## src/bts_pkg.sv

```systemverilog
package bts_pkg;
  ////////////////////////////////////////////////////////////////////////////
  // Register byte offsets on the APB port
  localparam logic [7:0]  ADDR_INSTR  = 8'h00; // Instruction word
  localparam logic [7:0]  ADDR_PC     = 8'h04; // Address of the instruction
  localparam logic [7:0]  ADDR_FLAGS  = 8'h08; // Condition flags N Z C V
  localparam logic [7:0]  ADDR_CTRL   = 8'h0c; // Write start, read status
  localparam logic [7:0]  ADDR_RESULT = 8'h10; // Final base address
  ////////////////////////////////////////////////////////////////////////////
  // Instruction field positions
  localparam int COND_HI = 31;
  localparam int COND_LO = 28;
  localparam int P_BIT   = 24;
  localparam int U_BIT   = 23;
  localparam int S_BIT   = 22;
  localparam int W_BIT   = 21;
  localparam int L_BIT   = 20;
  localparam int BASE_HI = 19;
  localparam int BASE_LO = 16;
  localparam int LIST_HI = 15;
  ////////////////////////////////////////////////////////////////////////////
  // Control and status bit positions
  localparam int START_BIT = 0;
  localparam int STAT_BUSY = 0;
  localparam int STAT_DONE = 1;
  localparam int STAT_ABRT = 2;
  localparam int STAT_SKIP = 3;
  ////////////////////////////////////////////////////////////////////////////
  // Constants and reset values
  localparam logic [3:0]  PC_IDX    = 4'hf;          // Program counter index
  localparam logic [31:0] PC_AHEAD  = 32'h00000008;  // Stored pc lead
  localparam logic [31:0] WORD_STEP = 32'h00000004;  // One word
  localparam logic [31:0] PC_MASK   = 32'hfffffffc;  // Low two bits forced zero
  localparam logic [31:0] RST_WORD  = 32'h00000000;
  localparam logic [3:0]  RST_FLAGS = 4'h0;
  ////////////////////////////////////////////////////////////////////////////
  // Sequencer states, one-hot
  typedef enum logic [5:0] {
    BTS_IDLE  = 6'h01,
    BTS_BASE  = 6'h02,
    BTS_ISSUE = 6'h04,
    BTS_WAIT  = 6'h08,
    BTS_ABORT = 6'h10,
    BTS_FIN   = 6'h20
  } bts_state_t;
endpackage

```

## src/bts_sequencer.sv

```systemverilog
`timescale 1ns/1ns
// Function
// - Execute only when condition field passes
// - List bit n selects register n
// - Stored program counter is instruction plus 8
// - Lowest register at lowest address, ordered
// - Transfers run in ascending register order
// - Addresses from base, pre/post and up/down
// - No write-back keeps base unless loaded
// - Unaligned base: no rotate, low bits driven
// - Load pc with special bit restores status
// - Store with special bit reads user bank
// - Load without pc, special bit: user bank
// - Pc low two bits read zero, ignored
// - Abort stops transfers and restores base
// - Stored base is original value
module bts_sequencer (
  // Clock and reset
  input  wire logic        pclk,
  input  wire logic        presetn,
  // APB slave
  input  wire logic        psel,
  input  wire logic        penable,
  input  wire logic        pwrite,
  input  wire logic [7:0]  paddr,
  input  wire logic [31:0] pwdata,
  output logic      [31:0] prdata,
  output logic             pready,
  output logic             pslverr,
  // Register file read port
  output logic      [3:0]  rf_rd_idx,
  output logic             rf_rd_user,
  input  wire logic [31:0] rf_rd_data,
  // Register file write port
  output logic             rf_we,
  output logic      [3:0]  rf_wr_idx,
  output logic             rf_wr_user,
  output logic      [31:0] rf_wr_data,
  output logic             status_restore,
  // Memory port
  output logic             mem_req,
  output logic             mem_we,
  output logic      [31:0] mem_addr,
  output logic      [31:0] mem_wdata,
  input  wire logic [31:0] mem_rdata,
  input  wire logic        mem_ack,
  input  wire logic        mem_abort
);

  ////////////////////////////////////////////////////////////////////////////
  // Helpers
  // Flags are {N, Z, C, V}
  function automatic logic cond_pass(input logic [3:0] c, input logic [3:0] f);
    logic n, z, cy, v;
    n = f[3];
    z = f[2];
    cy = f[1];
    v = f[0];
    case (c)
      4'h0: cond_pass = z;
      4'h1: cond_pass = !z;
      4'h2: cond_pass = cy;
      4'h3: cond_pass = !cy;
      4'h4: cond_pass = n;
      4'h5: cond_pass = !n;
      4'h6: cond_pass = v;
      4'h7: cond_pass = !v;
      4'h8: cond_pass = cy && !z;
      4'h9: cond_pass = !cy || z;
      4'ha: cond_pass = n == v;
      4'hb: cond_pass = n != v;
      4'hc: cond_pass = !z && (n == v);
      4'hd: cond_pass = z || (n != v);
      4'he: cond_pass = 1'b1;
      default: cond_pass = 1'b0; // Never code
    endcase
  endfunction

  // Selected register count
  function automatic logic [4:0] pop16(input logic [15:0] l);
    pop16 = 5'h00;
    for (int i = 0; i < 16; i++) begin
      pop16 = pop16 + {4'h0, l[i]};
    end
  endfunction

  // Lowest selected register
  function automatic logic [3:0] low_idx(input logic [15:0] l);
    low_idx = 4'h0;
    for (int i = 15; i >= 0; i--) begin
      if (l[i]) begin
        low_idx = 4'(i);
      end
    end
  endfunction

  // Byte span of n words
  function automatic logic [31:0] span(input logic [4:0] n);
    span = {25'h0000000, n, 2'b00};
  endfunction

  ////////////////////////////////////////////////////////////////////////////
  // Declarations
  bts_pkg::bts_state_t st_q;            // Sequencer state
  logic [31:0] instr_q;                 // Instruction word
  logic [31:0] pc_q;                    // Instruction address
  logic [3:0]  flags_q;                 // Condition flags
  logic [31:0] base_q;                  // Base before the instruction
  logic [31:0] addr_q;                  // Next transfer address
  logic [31:0] final_q;                 // Modified base
  logic [15:0] pend_q;                  // Registers still to move
  logic [3:0]  idx_q;                   // Register in flight
  logic        done_q, abrt_q, skip_q;  // Sticky status
  logic [31:0] prdata_q;
  logic        mem_req_q, mem_we_q;
  logic [31:0] mem_addr_q, mem_wdata_q;
  logic        rf_we_q, rf_wr_user_q, restore_q;
  logic [3:0]  rf_wr_idx_q;
  logic [31:0] rf_wr_data_q;

  logic        is_load, s_bit, wb_bit, p_bit, u_bit, pc_listed;
  logic [3:0]  base_idx;
  logic [15:0] list;
  logic        wr_acc, rd_setup, go, pass;
  logic [4:0]  n_sel;

  assign list      = instr_q[bts_pkg::LIST_HI:0];
  assign is_load   = instr_q[bts_pkg::L_BIT];
  assign s_bit     = instr_q[bts_pkg::S_BIT];
  assign wb_bit    = instr_q[bts_pkg::W_BIT];
  assign p_bit     = instr_q[bts_pkg::P_BIT];
  assign u_bit     = instr_q[bts_pkg::U_BIT];
  assign base_idx  = instr_q[bts_pkg::BASE_HI:bts_pkg::BASE_LO];
  assign pc_listed = list[bts_pkg::PC_IDX];
  assign n_sel     = pop16(list);

  ////////////////////////////////////////////////////////////////////////////
  // APB decode
  assign wr_acc   = psel && penable && pwrite;
  assign rd_setup = psel && !penable && !pwrite;
  assign pready   = 1'b1; // Always ready, no wait states
  assign pass     = cond_pass(instr_q[bts_pkg::COND_HI:bts_pkg::COND_LO], flags_q);
  // Start only honoured when idle
  assign go = wr_acc && (paddr == bts_pkg::ADDR_CTRL) && pwdata[bts_pkg::START_BIT] &&
              (st_q == bts_pkg::BTS_IDLE);

  // Unmapped addresses answer with an error
  always_comb begin
    if (paddr == bts_pkg::ADDR_INSTR || paddr == bts_pkg::ADDR_PC ||
        paddr == bts_pkg::ADDR_FLAGS || paddr == bts_pkg::ADDR_CTRL ||
        paddr == bts_pkg::ADDR_RESULT) begin
      pslverr = 1'b0;
    end else begin
      pslverr = psel && penable;
    end
  end

  // Software registers; the instruction is frozen while busy
  always_ff @(posedge pclk or negedge presetn) begin
    if (!presetn) begin
      instr_q <= bts_pkg::RST_WORD;
      pc_q    <= bts_pkg::RST_WORD;
      flags_q <= bts_pkg::RST_FLAGS;
    end else if (wr_acc && st_q == bts_pkg::BTS_IDLE) begin
      if (paddr == bts_pkg::ADDR_INSTR) begin
        instr_q <= pwdata;
      end else if (paddr == bts_pkg::ADDR_PC) begin
        pc_q <= pwdata;
      end else if (paddr == bts_pkg::ADDR_FLAGS) begin
        flags_q <= pwdata[3:0];
      end
    end
  end

  // Read data captured in the setup phase
  always_ff @(posedge pclk or negedge presetn) begin
    if (!presetn) begin
      prdata_q <= bts_pkg::RST_WORD;
    end else if (rd_setup) begin
      if (paddr == bts_pkg::ADDR_INSTR) begin
        prdata_q <= instr_q;
      end else if (paddr == bts_pkg::ADDR_PC) begin
        prdata_q <= pc_q;
      end else if (paddr == bts_pkg::ADDR_FLAGS) begin
        prdata_q <= {28'h0000000, flags_q};
      end else if (paddr == bts_pkg::ADDR_CTRL) begin
        prdata_q <= {28'h0000000, skip_q, abrt_q, done_q, st_q != bts_pkg::BTS_IDLE};
      end else if (paddr == bts_pkg::ADDR_RESULT) begin
        prdata_q <= final_q;
      end else begin
        prdata_q <= bts_pkg::RST_WORD;
      end
    end
  end
  assign prdata = prdata_q;

  // Sticky status; the next start clears done and abort and sets skip on a failed condition
  always_ff @(posedge pclk or negedge presetn) begin
    if (!presetn) begin
      done_q <= 1'b0;
      abrt_q <= 1'b0;
      skip_q <= 1'b0;
    end else if (go) begin
      done_q <= 1'b0;
      abrt_q <= 1'b0;
      skip_q <= !pass;
    end else begin
      done_q <= done_q || st_q == bts_pkg::BTS_FIN || st_q == bts_pkg::BTS_ABORT;
      abrt_q <= abrt_q || st_q == bts_pkg::BTS_ABORT;
    end
  end

  ////////////////////////////////////////////////////////////////////////////
  // Sequencer state
  always_ff @(posedge pclk or negedge presetn) begin
    if (!presetn) begin
      st_q <= bts_pkg::BTS_IDLE;
    end else begin
      case (st_q)
        bts_pkg::BTS_IDLE:  st_q <= (go && pass) ? bts_pkg::BTS_BASE : bts_pkg::BTS_IDLE;
        bts_pkg::BTS_BASE:  st_q <= (list == 16'h0000) ? bts_pkg::BTS_FIN : bts_pkg::BTS_ISSUE;
        bts_pkg::BTS_ISSUE: st_q <= bts_pkg::BTS_WAIT;
        bts_pkg::BTS_WAIT: begin
          if (mem_abort) begin
            st_q <= bts_pkg::BTS_ABORT;
          end else if (mem_ack) begin
            st_q <= (pend_q == 16'h0000) ? bts_pkg::BTS_FIN : bts_pkg::BTS_ISSUE;
          end
        end
        default: st_q <= bts_pkg::BTS_IDLE;
      endcase
    end
  end

  // Addressing: capture base, lowest address and final base
  always_ff @(posedge pclk or negedge presetn) begin
    if (!presetn) begin
      base_q  <= bts_pkg::RST_WORD;
      addr_q  <= bts_pkg::RST_WORD;
      final_q <= bts_pkg::RST_WORD;
    end else if (st_q == bts_pkg::BTS_BASE) begin
      base_q <= rf_rd_data;
      // Low bits of an unaligned base pass straight through
      if (u_bit) begin
        addr_q  <= p_bit ? rf_rd_data + bts_pkg::WORD_STEP : rf_rd_data;
        final_q <= rf_rd_data + span(n_sel);
      end else begin
        addr_q  <= p_bit ? rf_rd_data - span(n_sel) :
                   rf_rd_data - span(n_sel) + bts_pkg::WORD_STEP;
        final_q <= rf_rd_data - span(n_sel);
      end
    end else if (st_q == bts_pkg::BTS_WAIT && mem_ack && !mem_abort) begin
      addr_q <= addr_q + bts_pkg::WORD_STEP;
    end
  end

  // Pending list; lowest bit first keeps order ascending
  always_ff @(posedge pclk or negedge presetn) begin
    if (!presetn) begin
      pend_q <= 16'h0000;
      idx_q  <= 4'h0;
    end else if (st_q == bts_pkg::BTS_BASE) begin
      pend_q <= list;
    end else if (st_q == bts_pkg::BTS_ISSUE) begin
      idx_q  <= low_idx(pend_q);
      pend_q <= pend_q & ~(16'h0001 << low_idx(pend_q));
    end
  end

  // Register read port: base from current bank, stores per bank rule
  always_comb begin
    if (st_q == bts_pkg::BTS_ISSUE) begin
      rf_rd_idx  = low_idx(pend_q);
      rf_rd_user = s_bit && !is_load;
    end else begin
      rf_rd_idx  = base_idx; // Base index as decoded
      rf_rd_user = 1'b0;
    end
  end

  ////////////////////////////////////////////////////////////////////////////
  // Memory request; held until ack or abort
  always_ff @(posedge pclk or negedge presetn) begin
    if (!presetn) begin
      mem_req_q   <= 1'b0;
      mem_we_q    <= 1'b0;
      mem_addr_q  <= bts_pkg::RST_WORD;
      mem_wdata_q <= bts_pkg::RST_WORD;
    end else if (st_q == bts_pkg::BTS_ISSUE) begin
      mem_req_q  <= 1'b1;
      mem_we_q   <= !is_load;
      mem_addr_q <= addr_q;
      // Base reads its original value since write-back comes last
      mem_wdata_q <= (low_idx(pend_q) == bts_pkg::PC_IDX) ?
                     ((pc_q + bts_pkg::PC_AHEAD) & bts_pkg::PC_MASK) : rf_rd_data;
    end else if (st_q == bts_pkg::BTS_WAIT && (mem_ack || mem_abort)) begin
      mem_req_q <= 1'b0;
    end
  end
  assign mem_req   = mem_req_q;
  assign mem_we    = mem_we_q;
  assign mem_addr  = mem_addr_q;
  assign mem_wdata = mem_wdata_q;

  // Register writes: loaded words, abort restore, write-back
  always_ff @(posedge pclk or negedge presetn) begin
    if (!presetn) begin
      rf_we_q      <= 1'b0;
      rf_wr_idx_q  <= 4'h0;
      rf_wr_user_q <= 1'b0;
      rf_wr_data_q <= bts_pkg::RST_WORD;
      restore_q    <= 1'b0;
    end else begin
      rf_we_q   <= 1'b0;
      restore_q <= 1'b0;
      if (st_q == bts_pkg::BTS_WAIT && mem_ack && !mem_abort && is_load) begin
        rf_we_q      <= 1'b1;
        rf_wr_idx_q  <= idx_q;
        rf_wr_user_q <= s_bit && !pc_listed;
        rf_wr_data_q <= (idx_q == bts_pkg::PC_IDX) ?
                        (mem_rdata & bts_pkg::PC_MASK) : mem_rdata;
        restore_q    <= s_bit && idx_q == bts_pkg::PC_IDX;
      end else if (st_q == bts_pkg::BTS_ABORT) begin
        rf_we_q      <= 1'b1;
        rf_wr_idx_q  <= base_idx;
        rf_wr_user_q <= 1'b0;
        rf_wr_data_q <= base_q;
      end else if (st_q == bts_pkg::BTS_FIN && wb_bit) begin
        rf_we_q      <= 1'b1;
        rf_wr_idx_q  <= base_idx;
        rf_wr_user_q <= 1'b0;
        rf_wr_data_q <= final_q; // Without it base stays or keeps loaded word
      end
    end
  end
  assign rf_we          = rf_we_q;
  assign rf_wr_idx      = rf_wr_idx_q;
  assign rf_wr_user     = rf_wr_user_q;
  assign rf_wr_data     = rf_wr_data_q;
  assign status_restore = restore_q;
endmodule

```

## config.mk

```make
export PLATFORM = sky130hd
export DESIGN_NAME = bts_sequencer
export DESIGN_NICKNAME = d
export VERILOG_FILES = /design/src/bts_pkg.sv /design/src/bts_sequencer.sv
export SDC_FILE = /design/constraint.sdc
export NUM_CORES = 1
export LEC_CHECK = 0
export BUFFER_PORTS_ARGS = -buffer_cell sky130_fd_sc_hd__buf_2
export CORE_MARGIN = 4
export CORE_UTILIZATION = 40
export CTS_BUF_LIST = sky130_fd_sc_hd__clkbuf_16
export DETAILED_ROUTE_END_ITERATION = 8
export PLACE_DENSITY_LB_ADDON = 0.08
export SLEW_MARGIN = 10
export SYNTH_ARGS = -nofsm -noshare
export SYNTH_HDL_FRONTEND = slang
export SYNTH_SLANG_ARGS = --single-unit
export TNS_END_PERCENT = 20
```

## constraint.sdc

```tcl
create_clock -name pclk -period 8.17 [get_ports pclk]
set_input_delay 1.634 -clock pclk [delete_from_list [all_inputs] [get_ports pclk]]
set_output_delay 1.634 -clock pclk [all_outputs]
set_load 0.01 [all_outputs]
```

==> results of run 1 <==
[metal layers]
layer	up-vias	track usage [%]	routed length, um
met2	553	47.8	35700
met1	8460	38.5	31400
met3	122	3.28	3750
li1	7897	-	-
met4	2	10.1	2720
met5	-	0	13
[state kept, by name, summed over array words and instances, names as in the netlist, 16 cells and up]
| name | count |
|---|---|
| addr_q | 32 |
| final_q | 30 |
| pc_q | 32 |
| mem_wdata | 32 |
| prdata | 32 |
| mem_addr | 32 |
| pend_q | 16 |
| instr_q | 32 |
| base_q | 32 |
| rf_wr_data | 32 |
[layout by cell type, fill, tap and decap left out, types with 11 or more instances in the layout]
master	synthesis	routed
sky130_fd_sc_hd__and2_1	17	16
sky130_fd_sc_hd__clkbuf_16	0	39
sky130_fd_sc_hd__fa_1	12	12
sky130_fd_sc_hd__mux2i_1	48	48
sky130_fd_sc_hd__nand2_1	436	435
sky130_fd_sc_hd__nand4_1	31	31
sky130_fd_sc_hd__a31oi_1	12	12
sky130_fd_sc_hd__buf_2	4	252
sky130_fd_sc_hd__nand3_1	65	65
sky130_fd_sc_hd__xor2_1	61	61
sky130_fd_sc_hd__and3_1	21	21
sky130_fd_sc_hd__inv_1	51	63
sky130_fd_sc_hd__a211oi_1	13	13
sky130_fd_sc_hd__o22ai_1	11	11
sky130_fd_sc_hd__a222oi_1	28	28
sky130_fd_sc_hd__nor4_1	16	16
sky130_fd_sc_hd__nor2_1	182	180
sky130_fd_sc_hd__nor3_1	39	39
sky130_fd_sc_hd__o21ai_0	192	192
sky130_fd_sc_hd__or3_1	14	14
sky130_fd_sc_hd__a21oi_1	114	114
sky130_fd_sc_hd__dfrtp_1	327	326
sky130_fd_sc_hd__mux2_2	73	73
sky130_fd_sc_hd__ha_1	21	21
sky130_fd_sc_hd__nand2b_1	13	13
sky130_fd_sc_hd__buf_4	2	29
sky130_fd_sc_hd__xnor2_1	77	77
[report_power, final]
group,switching (mW),internal (mW)
sequential,0.0343,1.66
clock,0.708,0.925
combinational,0.229,0.116
total,0.971,2.70
[critical path: stages, from the launching register on]
cell and delay (ns):
sky130_fd_sc_hd__dfrtp_1 0.39, sky130_fd_sc_hd__inv_1 0.12, sky130_fd_sc_hd__fa_1 0.47, sky130_fd_sc_hd__fa_1 0.51, sky130_fd_sc_hd__fa_1 0.52, sky130_fd_sc_hd__fa_1 0.51
sky130_fd_sc_hd__inv_1 0.05, sky130_fd_sc_hd__ha_1 0.20, sky130_fd_sc_hd__fa_1 0.55, sky130_fd_sc_hd__fa_1 0.51, sky130_fd_sc_hd__or2_2 0.33, sky130_fd_sc_hd__a211oi_1 0.23
sky130_fd_sc_hd__buf_4 0.21, sky130_fd_sc_hd__nor4b_1 0.08, sky130_fd_sc_hd__xnor2_1 0.24, sky130_fd_sc_hd__nor4_1 0.33, sky130_fd_sc_hd__buf_4 0.20, sky130_fd_sc_hd__nor4b_2 0.55
sky130_fd_sc_hd__a31oi_1 0.17, sky130_fd_sc_hd__o31ai_1 0.31, sky130_fd_sc_hd__o211a_1 0.20
[per-stage QoR]
stage	cell area, um^2	hold slack (ns)
global placement	20600	0.449
detailed placement	20600	0.452
global route	21700	0.487
finish	21700	0.461
floorplan	18800	0.439
CTS	21700	0.465
[cell families after synthesis]
family | after synthesis | share of synthesized area, %
AO/OA/AOI/OAI | 448 | 14.4
XOR/XNOR | 139 | 6.52
adder cells (fa/ha/maj) | 33 | 2.68
buffers and inverters | 189 | 3.88
flip-flops | 328 | 43.7
multiplexers | 122 | 7.05
other | 1 | 0.0199
AND/OR/NAND/NOR | 903 | 21.8
[final cells by class]
class	instances	share of cell area (%)
clock buffers	39	4.49
flip-flops and latches	328	37.8
well taps	607	3.50
multi-input cells	1646	45.5
repair buffers	283	6.97
clock inverters	28	0.801
inverters	51	0.881
diodes	2	0.0230
[worst paths after layout]
path	startpoint	endpoint	slack (ns)	cells after the start
worst max register to register	instr_q[1]$_DFFE_PN0P_	addr_q[28]$_DFFE_PN0P_	1.42	20
worst min register to register	mem_wdata[1]$_DFFE_PN0P_	mem_wdata[1]$_DFFE_PN0P_	0.46	2
worst min-delay path	mem_wdata[1]$_DFFE_PN0P_	mem_wdata[1]$_DFFE_PN0P_	0.46	2
worst max-delay path	instr_q[1]$_DFFE_PN0P_	addr_q[28]$_DFFE_PN0P_	1.42	20
max in group asynchronous	presetn	addr_q[3]$_DFFE_PN0P_	5.36	3
min in group asynchronous	presetn	rf_we$_DFF_PN0_	1.11	1
==> results by stage, run 1 <==
Synthesis:
- Summing every instance area after synthesis gives 18800 um^2.
- After synthesis, the most frequently instantiated cells are sky130_fd_sc_hd__nand2_1 (436), sky130_fd_sc_hd__dfrtp_1 (327), sky130_fd_sc_hd__o21ai_0 (192).
- When the netlist entered floorplanning its net count stood at 2307.
- After synthesis the netlist holds a flip-flop and latch count of 328.
- The post-synthesis async set-or-reset flop share is 100%.
- The distinct cell type count after synthesis is 78.
- The most repeated cell in the gate-level netlist after synthesis is sky130_fd_sc_hd__nand2_1.
- In the synthesized netlist the dominant register cell turns out to be sky130_fd_sc_hd__dfrtp_1.
- The synthesized area per cell is 8.69 um^2.
- By area the synthesized netlist is led by sky130_fd_sc_hd__dfrtp_1 (44%), sky130_fd_sc_hd__nand2_1 (8.7%), sky130_fd_sc_hd__o21ai_0 (5.1%).
- After technology mapping, the gate count stands at 2163.
- The number of synthesized flops with an enable pin is 0.
- The synthesized design devotes to its leading area cell type 43.5% of total area.
- The number of synthesis warnings is 0.
- The synthesized design spends more area on one cell type than any other, namely sky130_fd_sc_hd__dfrtp_1.
- The share of the Yosys chip area taken by registers is 43.7%.

Die:
- The die outline area is 50500 um^2.
- 255 I/O pins were placed.
- The core box area is 46500 um^2.
- The effective utilization at floorplan is 40.5%.
- From bottom edge to top edge, the die measures 225 um.
- The floorplan has 79 rows.
- The width of the chip is 225 um.

Global route:
- The first global-routing pass estimated 109 mm of wire.
- The total global-route track usage is 28.5%.
- Summed over all layers, the global routing overflow is 0.
- Entering global routing, the biggest net connects 148 pins.
- The number of antenna violations at the first check in global routing is 3.
- The via count of the first global-routing pass is 16800.

Pwr:
- The power per standard cell area is 169 nW/um^2.
- For this design the static power due to leakage is 9.76 nW.
- The peak ir drop on the vdd network is 0.000154 V.
- The overall power of the completed layout is 3.67 mW.

Placed design:
- OpenSTA, run right after detailed placement, puts the worst setup slack at 1.53 ns.
- The sum of net half-perimeters after detailed placement is 55.1 mm.
- In this run the tool buffered the top-level ports with 253 buffer cells.
- Once placement completed, the tool counted placed cells totaling 2915.
- The final weighted congestion of routability-driven global placement is 0.960.

Drt:
- The count of TritonRoute iterations in the first routing pass is 8.
- The average wire length per cell after detail routing is 24.6 um.
- The overall via count from detail_route is 17000.
- The number of vias per cell after detailed routing is 5.71.
- The count of nets left with antenna violations once routing finished came out at 0.
- The routed design has 73.5 mm of wire.
- The detailed router's first-iteration violation count is 1627.
- In the routed design, unresolved DRC markers number 0.

Hold path:
- The class of the tightest hold or removal check is reg -> reg.

STA:
- For the pin with the worst max-slew slack, the measured transition is 1.00 ns.
- Setup repair after global routing left no endpoint under its margin.
- The routed design could run at a clock period as short as 6.75 ns.
- In the post-route analysis, the smallest setup slack over all paths is 1.42 ns.
- The total count of hold-check failures in the final report is 0.
- The final worst clock skew is 0.0155 ns.
- The total count of max-transition violations in the final report is 0.
- The relative slew slack is 32.9%.
- The final worst-path cycle share is 82.6%.
- Summed over all failing endpoints, the final setup total negative slack is 0 ns.
- Based on the critical path, the design can be clocked at up to 0.148 GHz.
- The number of setup violations in the final report is 0.

Clock network:
- TritonCTS created 39 clock buffers.
- Gates resized during post-CTS repair numbered 0.
- In this run the deepest clock path goes through 3 buffers.
- Clock-pin slew was measured on the worst setup and hold paths at 0.06 ns.
- The clock tree from TritonCTS is built.
- The number of buffers inserted for hold repair after clock tree synthesis is 0.
- Clock latency on the worst-skew pair, taken at its later pin, is 0.56 ns.
- The total number of clock tree sinks is 328.
- The clock tree synthesis step divided the H-tree into 2 levels.
- In this run the clock root is driven by a sky130_fd_sc_hd__clkbuf_16.
- The buffer count from post-CTS setup fixing is 0.

Setup path:
- The required time at the endpoint of the critical path is 8.66 ns.
- At the worst endpoint, the arrival time is 7.24 ns.
- The critical path is of the reg -> reg type.
- The worst setup path is captured at a register.
- The nature of the critical path startpoint is a register.
- The largest fanout on the critical path is 9.

Run:
- Across the run, the number of max-cap violations was 0.

Outcome:
- The flow ran to the end, and the final reports show no timing, DRC or antenna violations.

Cells and area:
- For this run, the post-layout net count is 2493.
- Cells fill 46.8% of the core in the end.
- The growth of design area from synthesis to finish is 15.5%.
- Summing all multi-input logic gate instances after layout gives 9890 um^2.
- The fraction of final layout cells with drive strength greater than 1 is 18.4%.
- The sequential cells in the finished layout cover a total of 8210 um^2.
- The layout has 4697 filler cells.
- The filler-free cell count of the finished design is 2984.
(Power assumes the default switching activity.)
==> run 2: changes to the inputs <==
==> constraint.sdc (replaced) <==
create_clock -name pclk -period 6.3 [get_ports pclk]
set_input_delay 1.26 -clock pclk [delete_from_list [all_inputs] [get_ports pclk]]
set_output_delay 1.26 -clock pclk [all_outputs]
set_load 0.01 [all_outputs]
==> results by stage, run 2 (same netlist as run 1, synthesis figures left out) <==
Cells and area:
- The most frequent standard cell in the layout excluding fill and tap cells is sky130_fd_sc_hd__nand2_1.
- The growth of design area from synthesis to finish is 19.0%.
- The library cells used most frequently in the layout, excluding fill and tap cells, are sky130_fd_sc_hd__nand2_1 (435), sky130_fd_sc_hd__dfrtp_1 (326), sky130_fd_sc_hd__buf_2 (252), sky130_fd_sc_hd__o21ai_0 (191), sky130_fd_sc_hd__nor2_1 (176).
- The footprint of the multi-input gates was 10100 um^2 (+2.4%).
- The sequential standard cell area was 8210 um^2 (unchanged).
- The number of nets in the layout is 2536 (+1.7%).
- The filler-free cell count of the finished design was 3030 (+1.5%).
- The final non-filler cell area was 22400 um^2 (+3.0%).
- The number of fill cells in the layout was 4652 (-0.96%).
- The fraction of final layout cells with drive strength greater than 1 is 22.0% (+3.6 points).

Setup path:
- The signal on the critical path passes through inv_2 > fa_1 > fa_1 > fa_2 > fa_1 > inv_1 > ha_2 > fa_2 > buf_4 > inv_1 > ha_1 > o311a_4 > or4_1 > buf_4 > a311o_1 > and4b_4 > and4_4 > o31ai_1 > o211a_1.
- The largest fanout on the critical path is 8 (-1).
- Among all stages on the critical path, the largest delay is contributed by sky130_fd_sc_hd__fa_1.
- STA classifies the critical path startpoint as a register.
- The required time at the endpoint of the critical path came to 6.80 ns (-1.86 ns).
- The worst stage delay on the critical path is 0.60 ns (+0.05 ns).
- The type of the setup path with the least slack is reg -> reg.
- The critical path capture point type is a register.
- The most repeated library cell on the critical path is sky130_fd_sc_hd__fa_1.
- The data arrival at the endpoint of the critical path came to 6.68 ns (-0.56 ns).

Placed design:
- The instance area at placement is 20900 um^2 (+1.4%).
- The sum of net half-perimeters after detailed placement was 55.6 mm (+1.0%).
- The port buffer count is 253 (unchanged).
- The pre-CTS setup slack is -0.141 ns (-1.67 ns).
- The number of cells in the design after placement came to 2952 (+1.3%).
- The final weighted congestion of routability-driven global placement is 0.930 (-3.1%).

Die:
- The core box area is 46500 um^2 (unchanged).
- The top-level I/O count is 255 (unchanged).
- The width of the chip is 225 um (unchanged).
- The die outline area is 50500 um^2 (unchanged).
- The number of core rows is 79 (unchanged).
- The die boundary height was 225 um (unchanged).
- The effective utilization at floorplan is 40.5% (unchanged).

Pwr:
- The power per standard cell area was 220 nW/um^2 (+30%).
- The cell leakage power was 10.1 nW (+3.1%).
- The peak ir drop on the vdd network is 0.000198 V (+28%).

Global route:
- The pin count of the biggest net entering global routing is 150 (+1.4%).
- The global route total overflow is 0 (unchanged).
- The via count of the first global-routing pass came to 17300 (+3.2%).
- The total global-route track usage is 28.8% (+0.24 points).
- The number of antenna violations at the first check in global routing is 3 (unchanged).
- The first-pass GRT wire length is 110 mm (+0.92%).

Clock network:
- The total number of clock tree sinks is 328 (unchanged).
- The number of buffers inserted for hold repair after clock tree synthesis is 0 (unchanged).
- The CTS clock-pin slew for the worst setup and hold paths is 0.06 ns (about the same).
- The number of buffers on the longest clock path is 3 (unchanged).
- The tree is rooted in a sky130_fd_sc_hd__clkbuf_16.
- The clock tree from TritonCTS is built.
- The number of H-tree levels is 2 (unchanged).
- The number of buffers added by the clock tree synthesis step is 39 (unchanged).
- The clock insertion delay at the later pin of the skew report came to 0.56 ns (about the same).

STA:
- The transition time at the pin with the least slew margin is 1.16 ns (+0.156 ns).
- Setup repair after global routing could not meet its margin everywhere.
- The worst-case setup margin in the final layout was 0.117 ns (-1.31 ns).
- The final worst-path cycle share is 98.1% (+16 points).
- The final worst clock skew was 0.0129 ns (-0.00266 ns).
- The maximum clock frequency came to 0.162 GHz (+9.1%).
- The clock period minus final worst setup slack is 6.18 ns (-0.565 ns).
- The relative slew slack is 22.5% (-10 points).
- The number of setup violations in the final report is 0 (unchanged).
- The total count of hold-check failures in the final report came to 0 (unchanged).
- The total count of max-transition violations in the final report is 0 (unchanged).

Drt:
- The number of vias per cell after detailed routing is 5.68 (-0.47%).
- The final routed DRC violation total is 0 (unchanged).
- The detailed router's first-iteration violation count is 1490 (-8.4%).
- The total routed wirelength is 74.0 mm (+0.63%).
- The number of nets with antenna violations after routing is 0 (unchanged).
- The average wire length per cell after detail routing is 24.4 um (-0.90%).
- The overall via count from detail_route is 17200 (+1.1%).
- The count of TritonRoute iterations in the first routing pass is 9 (+1).

Run:
- The max-capacitance violation count was 0 (unchanged).

Outcome:
- The flow ran to the end, and the final reports show no timing, DRC or antenna violations.

Hold path:
- The class of the tightest hold or removal check is reg -> reg.
-- run 2: changes by cell type in the layout (fill, tap and decap cells not counted), sizes merged --
cell | previous run | this run
clkinv | 12 | 13
bufinv | 2 | 4
buf | 283 | 326
clkinvlp | 1 | 2
diode | 2 | 1
-- run 2: final cells by class --
| cell class | count | area share [%] |
|---|---|---|
| Tap cell | 607 | 3.39 |
| Sequential cell | 328 | 36.7 |
| Inverter | 51 | 0.855 |
| Timing Repair Buffer | 326 | 8.24 |
| Multi-Input combinational cell | 1646 | 45.3 |
| Clock buffer | 39 | 4.36 |
| Antenna cell | 1 | 0.0112 |
| Clock inverter | 32 | 1.20 |
-- run 2: repair_timing --
action	in CTS	in global routing
setup buffers	2	4
pin swaps	4	20
gates cloned	0	0
gates resized for setup	12	41
endpoints found under the setup margin	10	22
-- run 2: worst max-delay path: cells and delay by family (launching register included) --
family	cells	cell delay [ns]
adders and majority gates	7	3.10
AOI/OAI and AO/OA	4	1.22
and+or+nand+nor	3	0.90
buffers and inverters	5	0.49
DFF	1	0.39
-- run 2: path summary, 6_finish.rpt --
kind	cells past startpoint	to	slack, ns	from
max	19	addr_q[28]$_DFFE_PN0P_	0.12	instr_q[13]$_DFFE_PN0P_
min	2	base_q[28]$_DFFE_PN0P_	0.47	base_q[28]$_DFFE_PN0P_
max reg2reg	19	addr_q[28]$_DFFE_PN0P_	0.12	instr_q[13]$_DFFE_PN0P_
min reg2reg	2	base_q[28]$_DFFE_PN0P_	0.47	base_q[28]$_DFFE_PN0P_
max in group asynchronous	2	instr_q[23]$_DFFE_PN0P_	4.07	presetn
min in group asynchronous	1	rf_wr_data[12]$_DFFE_PN0P_	0.75	presetn
-- run 2: per-stage QoR --
stage / hold WS, ns / TNS, ns / util, % / total power [mW]
global placement: 0.453 / -0.129 / 44.9 / 2.70
global route: 0.495 / -0.664 / 48.2 / 5.10
detailed placement: 0.457 / -0.624 / 44.9 / 2.70
CTS: 0.475 / -0.000388 / 47.7 / 4.96
finish: 0.470 / 0 / 48.2 / 4.92
floorplan: 0.439 / 0 / - / 2.44
-- run 2: power breakdown --
part / leakage [nW] / switching [mW] / internal [mW]
clock network: 0.645 / 0.943 / 1.30
logic: 5.67 / 0.318 / 0.173
registers: 3.75 / 0.0406 / 2.15
-- run 2: per-layer routing --
| layer | GRT usage [%] | part of all wire (%) | up-vias |
|---|---|---|---|
| li1 | - | - | 7979 |
| met1 | 38.2 | 42 | 8571 |
| met2 | 49.1 | 49 | 545 |
| met3 | 3.48 | 5.0 | 119 |
| met4 | 9.72 | 3.7 | 2 |
| met5 | 0 | 0.018 | - |
==> run 3: changes to the inputs <==
--- a/config.mk
+++ b/config.mk
@@ -10,7 +10,7 @@
 export CORE_UTILIZATION = 40
 export CTS_BUF_LIST = sky130_fd_sc_hd__clkbuf_16
 export DETAILED_ROUTE_END_ITERATION = 8
-export PLACE_DENSITY_LB_ADDON = 0.08
+export PLACE_DENSITY_LB_ADDON = 0.2
 export SLEW_MARGIN = 10
 export SYNTH_ARGS = -nofsm -noshare
 export SYNTH_HDL_FRONTEND = slang
==> results by stage, run 3 (same netlist as run 1, synthesis figures left out) <==
Placed design:
- The port buffer count is 253 (unchanged).
- The final weighted congestion of routability-driven global placement is 0.929 (-0.12%).
- The sum of net half-perimeters after detailed placement came to 54.0 mm (-3.0%).
- The number of cells in the design after placement is 2953 (+0.034%).
- The pre-CTS setup slack is -0.0550 ns (+0.0865 ns).

STA:
- Setup repair after global routing could not meet its margin everywhere.
- The total count of hold-check failures in the final report is 0 (unchanged).
- The final worst clock skew came to 0.0249 ns (+0.0120 ns).
- The final worst-path cycle share was 96.1% (-2.0 points).
- The relative slew slack came to 19.6% (-2.9 points).
- The number of setup violations in the final report is 0 (unchanged).
- The worst-case setup margin in the final layout is 0.244 ns (+0.127 ns).
- The maximum clock frequency is 0.165 GHz (+2.1%).
- The total count of max-transition violations in the final report is 0 (unchanged).
- The clock period minus final worst setup slack came to 6.06 ns (-0.127 ns).
- The transition time at the pin with the least slew margin is 1.21 ns (+0.0464 ns).

Clock network:
- TritonCTS built the clock tree.
- The CTS clock-pin slew for the worst setup and hold paths came to 0.06 ns (about the same).
- The number of buffers on the longest clock path is 3 (unchanged).
- Clock tree synthesis selected as its root buffer the cell sky130_fd_sc_hd__clkbuf_16.
- The number of H-tree levels came to 2 (unchanged).
- The total number of clock tree sinks is 328 (unchanged).
- The number of buffers added by the clock tree synthesis step is 40 (+2.6%).
- The clock insertion delay at the later pin of the skew report is 0.57 ns (about the same).

Drt:
- The met2 wire length came to 35.3 mm (-3.2%).
- The final routed DRC violation total is 0 (unchanged).
- The top layer used by detailed routing is met5.
- The overall via count from detail_route was 17400 (+1.0%).
- The count of TritonRoute iterations in the first routing pass was 6 (-3).
- The detailed router's first-iteration violation count is 1768 (+19%).
- The total routed wirelength is 72.1 mm (-2.5%).
- The number of nets with antenna violations after routing is 0 (unchanged).
- The routed metal-1 wirelength was 30.3 mm (-2.6%).
- The met3 wire length is 3.87 mm (+4.0%).
- The average wire length per cell after detail routing is 23.7 um (-2.7%).
- The number of vias per cell after detailed routing is 5.73 (+0.82%).

Global route:
- The via count of the first global-routing pass is 17000 (-1.8%).
- The total global-route track usage came to 27.7% (-1.0 points).
- The first-pass GRT wire length is 107 mm (-3.0%).
- The pin count of the biggest net entering global routing came to 167 (+11%).
- The number of antenna violations at the first check in global routing is 2 (-1).
- The global route total overflow is 0 (unchanged).

Setup path:
- The critical path starts at instr_q[13]$_DFFE_PN0P_.
- The critical path capture point type is a register.
- The data arrival at the endpoint of the critical path was 6.53 ns (-0.15 ns).
- The required time at the endpoint of the critical path was 6.77 ns (-0.03 ns).
- The largest fanout on the critical path is 8 (unchanged).
- The type of the setup path with the least slack is reg -> reg.
- The launch instance of the worst register-to-register path is instr_q[13]$_DFFE_PN0P_.
- The critical path goes through inv_2 > fa_1 > fa_1 > fa_2 > fa_1 > inv_1 > ha_2 > fa_2 > a21o_1 > and2_1 > ha_4 > nand2b_1 > nand3_1 > buf_4 > o21ai_0 > a22oi_2 > nand4_1 > buf_4 > nor3_1 > buf_4 > nand3_1 > or3b_1 > a22oi_1.
- The reg-to-reg endpoint is addr_q[17]$_DFFE_PN0P_.
- The worst stage delay on the critical path is 0.61 ns (about the same).
- STA classifies the critical path startpoint as a register.
- The register-to-register setup slack is 0.24 ns (+0.13 ns).
- The number of cells on the worst reg-to-reg path is 23 (+4).
- Among all stages on the critical path, the largest delay is contributed by sky130_fd_sc_hd__fa_1.
- The capture point of the critical path is addr_q[17]$_DFFE_PN0P_.

Die:
- The core box area is 46500 um^2 (unchanged).
- The effective utilization at floorplan was 40.5% (unchanged).
- The top-level I/O count was 255 (unchanged).
- The die outline area is 50500 um^2 (unchanged).
- The die boundary height is 225 um (unchanged).
- The width of the chip came to 225 um (unchanged).
- The number of core rows is 79 (unchanged).

Pwr:
- The overall power of the completed layout is 4.97 mW (+0.91%).
- The power per standard cell area was 221 nW/um^2 (+0.55%).
- The cell leakage power is 10.1 nW (+0.16%).
- The peak ir drop on the vdd network is 0.000207 V (+4.5%).

Hold path:
- The class of the tightest hold or removal check is reg -> reg.

Cells and area:
- The filler-free cell count of the finished design is 3036 (+0.20%).
- The fraction of final layout cells with drive strength greater than 1 is 21.7% (-0.26 points).
- In the layout the commonest cells are sky130_fd_sc_hd__nand2_1 (435), sky130_fd_sc_hd__dfrtp_1 (326), sky130_fd_sc_hd__buf_2 (252), sky130_fd_sc_hd__o21ai_0 (191), sky130_fd_sc_hd__nor2_1 (178).
- The number of nets in the layout came to 2542 (+0.24%).
- The growth of design area from synthesis to finish is 19.5%.
- The most frequent standard cell in the layout excluding fill and tap cells is sky130_fd_sc_hd__nand2_1.

Run:
- The max-capacitance violation count is 0 (unchanged).

Outcome:
- The flow ran to the end, and the final reports show no timing, DRC or antenna violations.
==> run 3: cell types whose count changed in the layout (fill, tap and decap cells not counted), moves of 3 or more <==
cell	delta
sky130_fd_sc_hd__a211oi_2	-3
sky130_fd_sc_hd__clkinv_2	-3
sky130_fd_sc_hd__a211oi_1	+3
sky130_fd_sc_hd__buf_4	+6
sky130_fd_sc_hd__clkinv_1	+6
==> run 3: final cells by class <==
class	count	area, um^2
clock inverter	32	278
antenna	1	2.50
tap	607	759
multi-input combinational	1646	10100
clock buffer	40	1000
timing repair buffer	331	1880
fill	4633	24000
sequential	328	8210
inverter	51	191
==> run 3: worst min path at each step <==
| stage | start | to | slack, ns | cells after the start |
|---|---|---|---|---|
| after floorplan | addr_q[0]$_DFFE_PN0P_ | mem_addr[0]$_DFFE_PN0P_ | 0.44 | 2 |
| after global placement | addr_q[0]$_DFFE_PN0P_ | mem_addr[0]$_DFFE_PN0P_ | 0.45 | 2 |
| after detailed placement | mem_addr[15]$_DFFE_PN0P_ | mem_addr[15]$_DFFE_PN0P_ | 0.46 | 2 |
| after CTS | mem_addr[9]$_DFFE_PN0P_ | mem_addr[9]$_DFFE_PN0P_ | 0.47 | 2 |
| after global routing | mem_addr[8]$_DFFE_PN0P_ | mem_addr[8]$_DFFE_PN0P_ | 0.50 | 2 |
| final | mem_addr[9]$_DFFE_PN0P_ | mem_addr[9]$_DFFE_PN0P_ | 0.47 | 2 |
==> run 3: per-stage QoR <==
step | hold WS, ns | setup TNS, ns | cell area [um^2] | util (%)
detailed placement | 0.457 | -0.0720 | 20900 | 44.9
global route | 0.496 | -0.0634 | 22500 | 48.3
global placement | 0.451 | -0.00755 | 20900 | 44.9
CTS | 0.474 | -0.0207 | 22200 | 47.7
finish | 0.469 | 0 | 22500 | 48.3
floorplan | 0.439 | 0 | 18800 | -
==> run 3: worst max-delay path, delay by kind of cell, from the launching register on <==
family | cells | cell delay, ns
adder cells (fa/ha/maj) | 7 | 3.03
AND/OR/NAND/NOR | 7 | 1.08
AO/OA/AOI/OAI | 4 | 0.89
buffers and inverters | 5 | 0.58
flip-flops | 1 | 0.38
==> run 3: what timing repair did <==
action / CTS / global route
buffers inserted: 2 / 8
hold buffers: 0 / 0
endpoints found under the hold margin: 0 / 0
endpoints found under the setup margin: 9 / 23
pin swaps: 2 / 16
gates resized for setup: 3 / 44
==> run 3: power breakdown <==
part           switching (mW)  internal, mW
registers              0.0414          2.15
clock network           0.962          1.33
logic                   0.314         0.172
total                    1.32          3.65
==> run 3: routing by layer <==
metal	up-vias	GRT usage, %
li1	7998	-
met1	8703	37.5
met2	571	46.4
met3	118	2.92
met4	2	10.2
met5	-	0
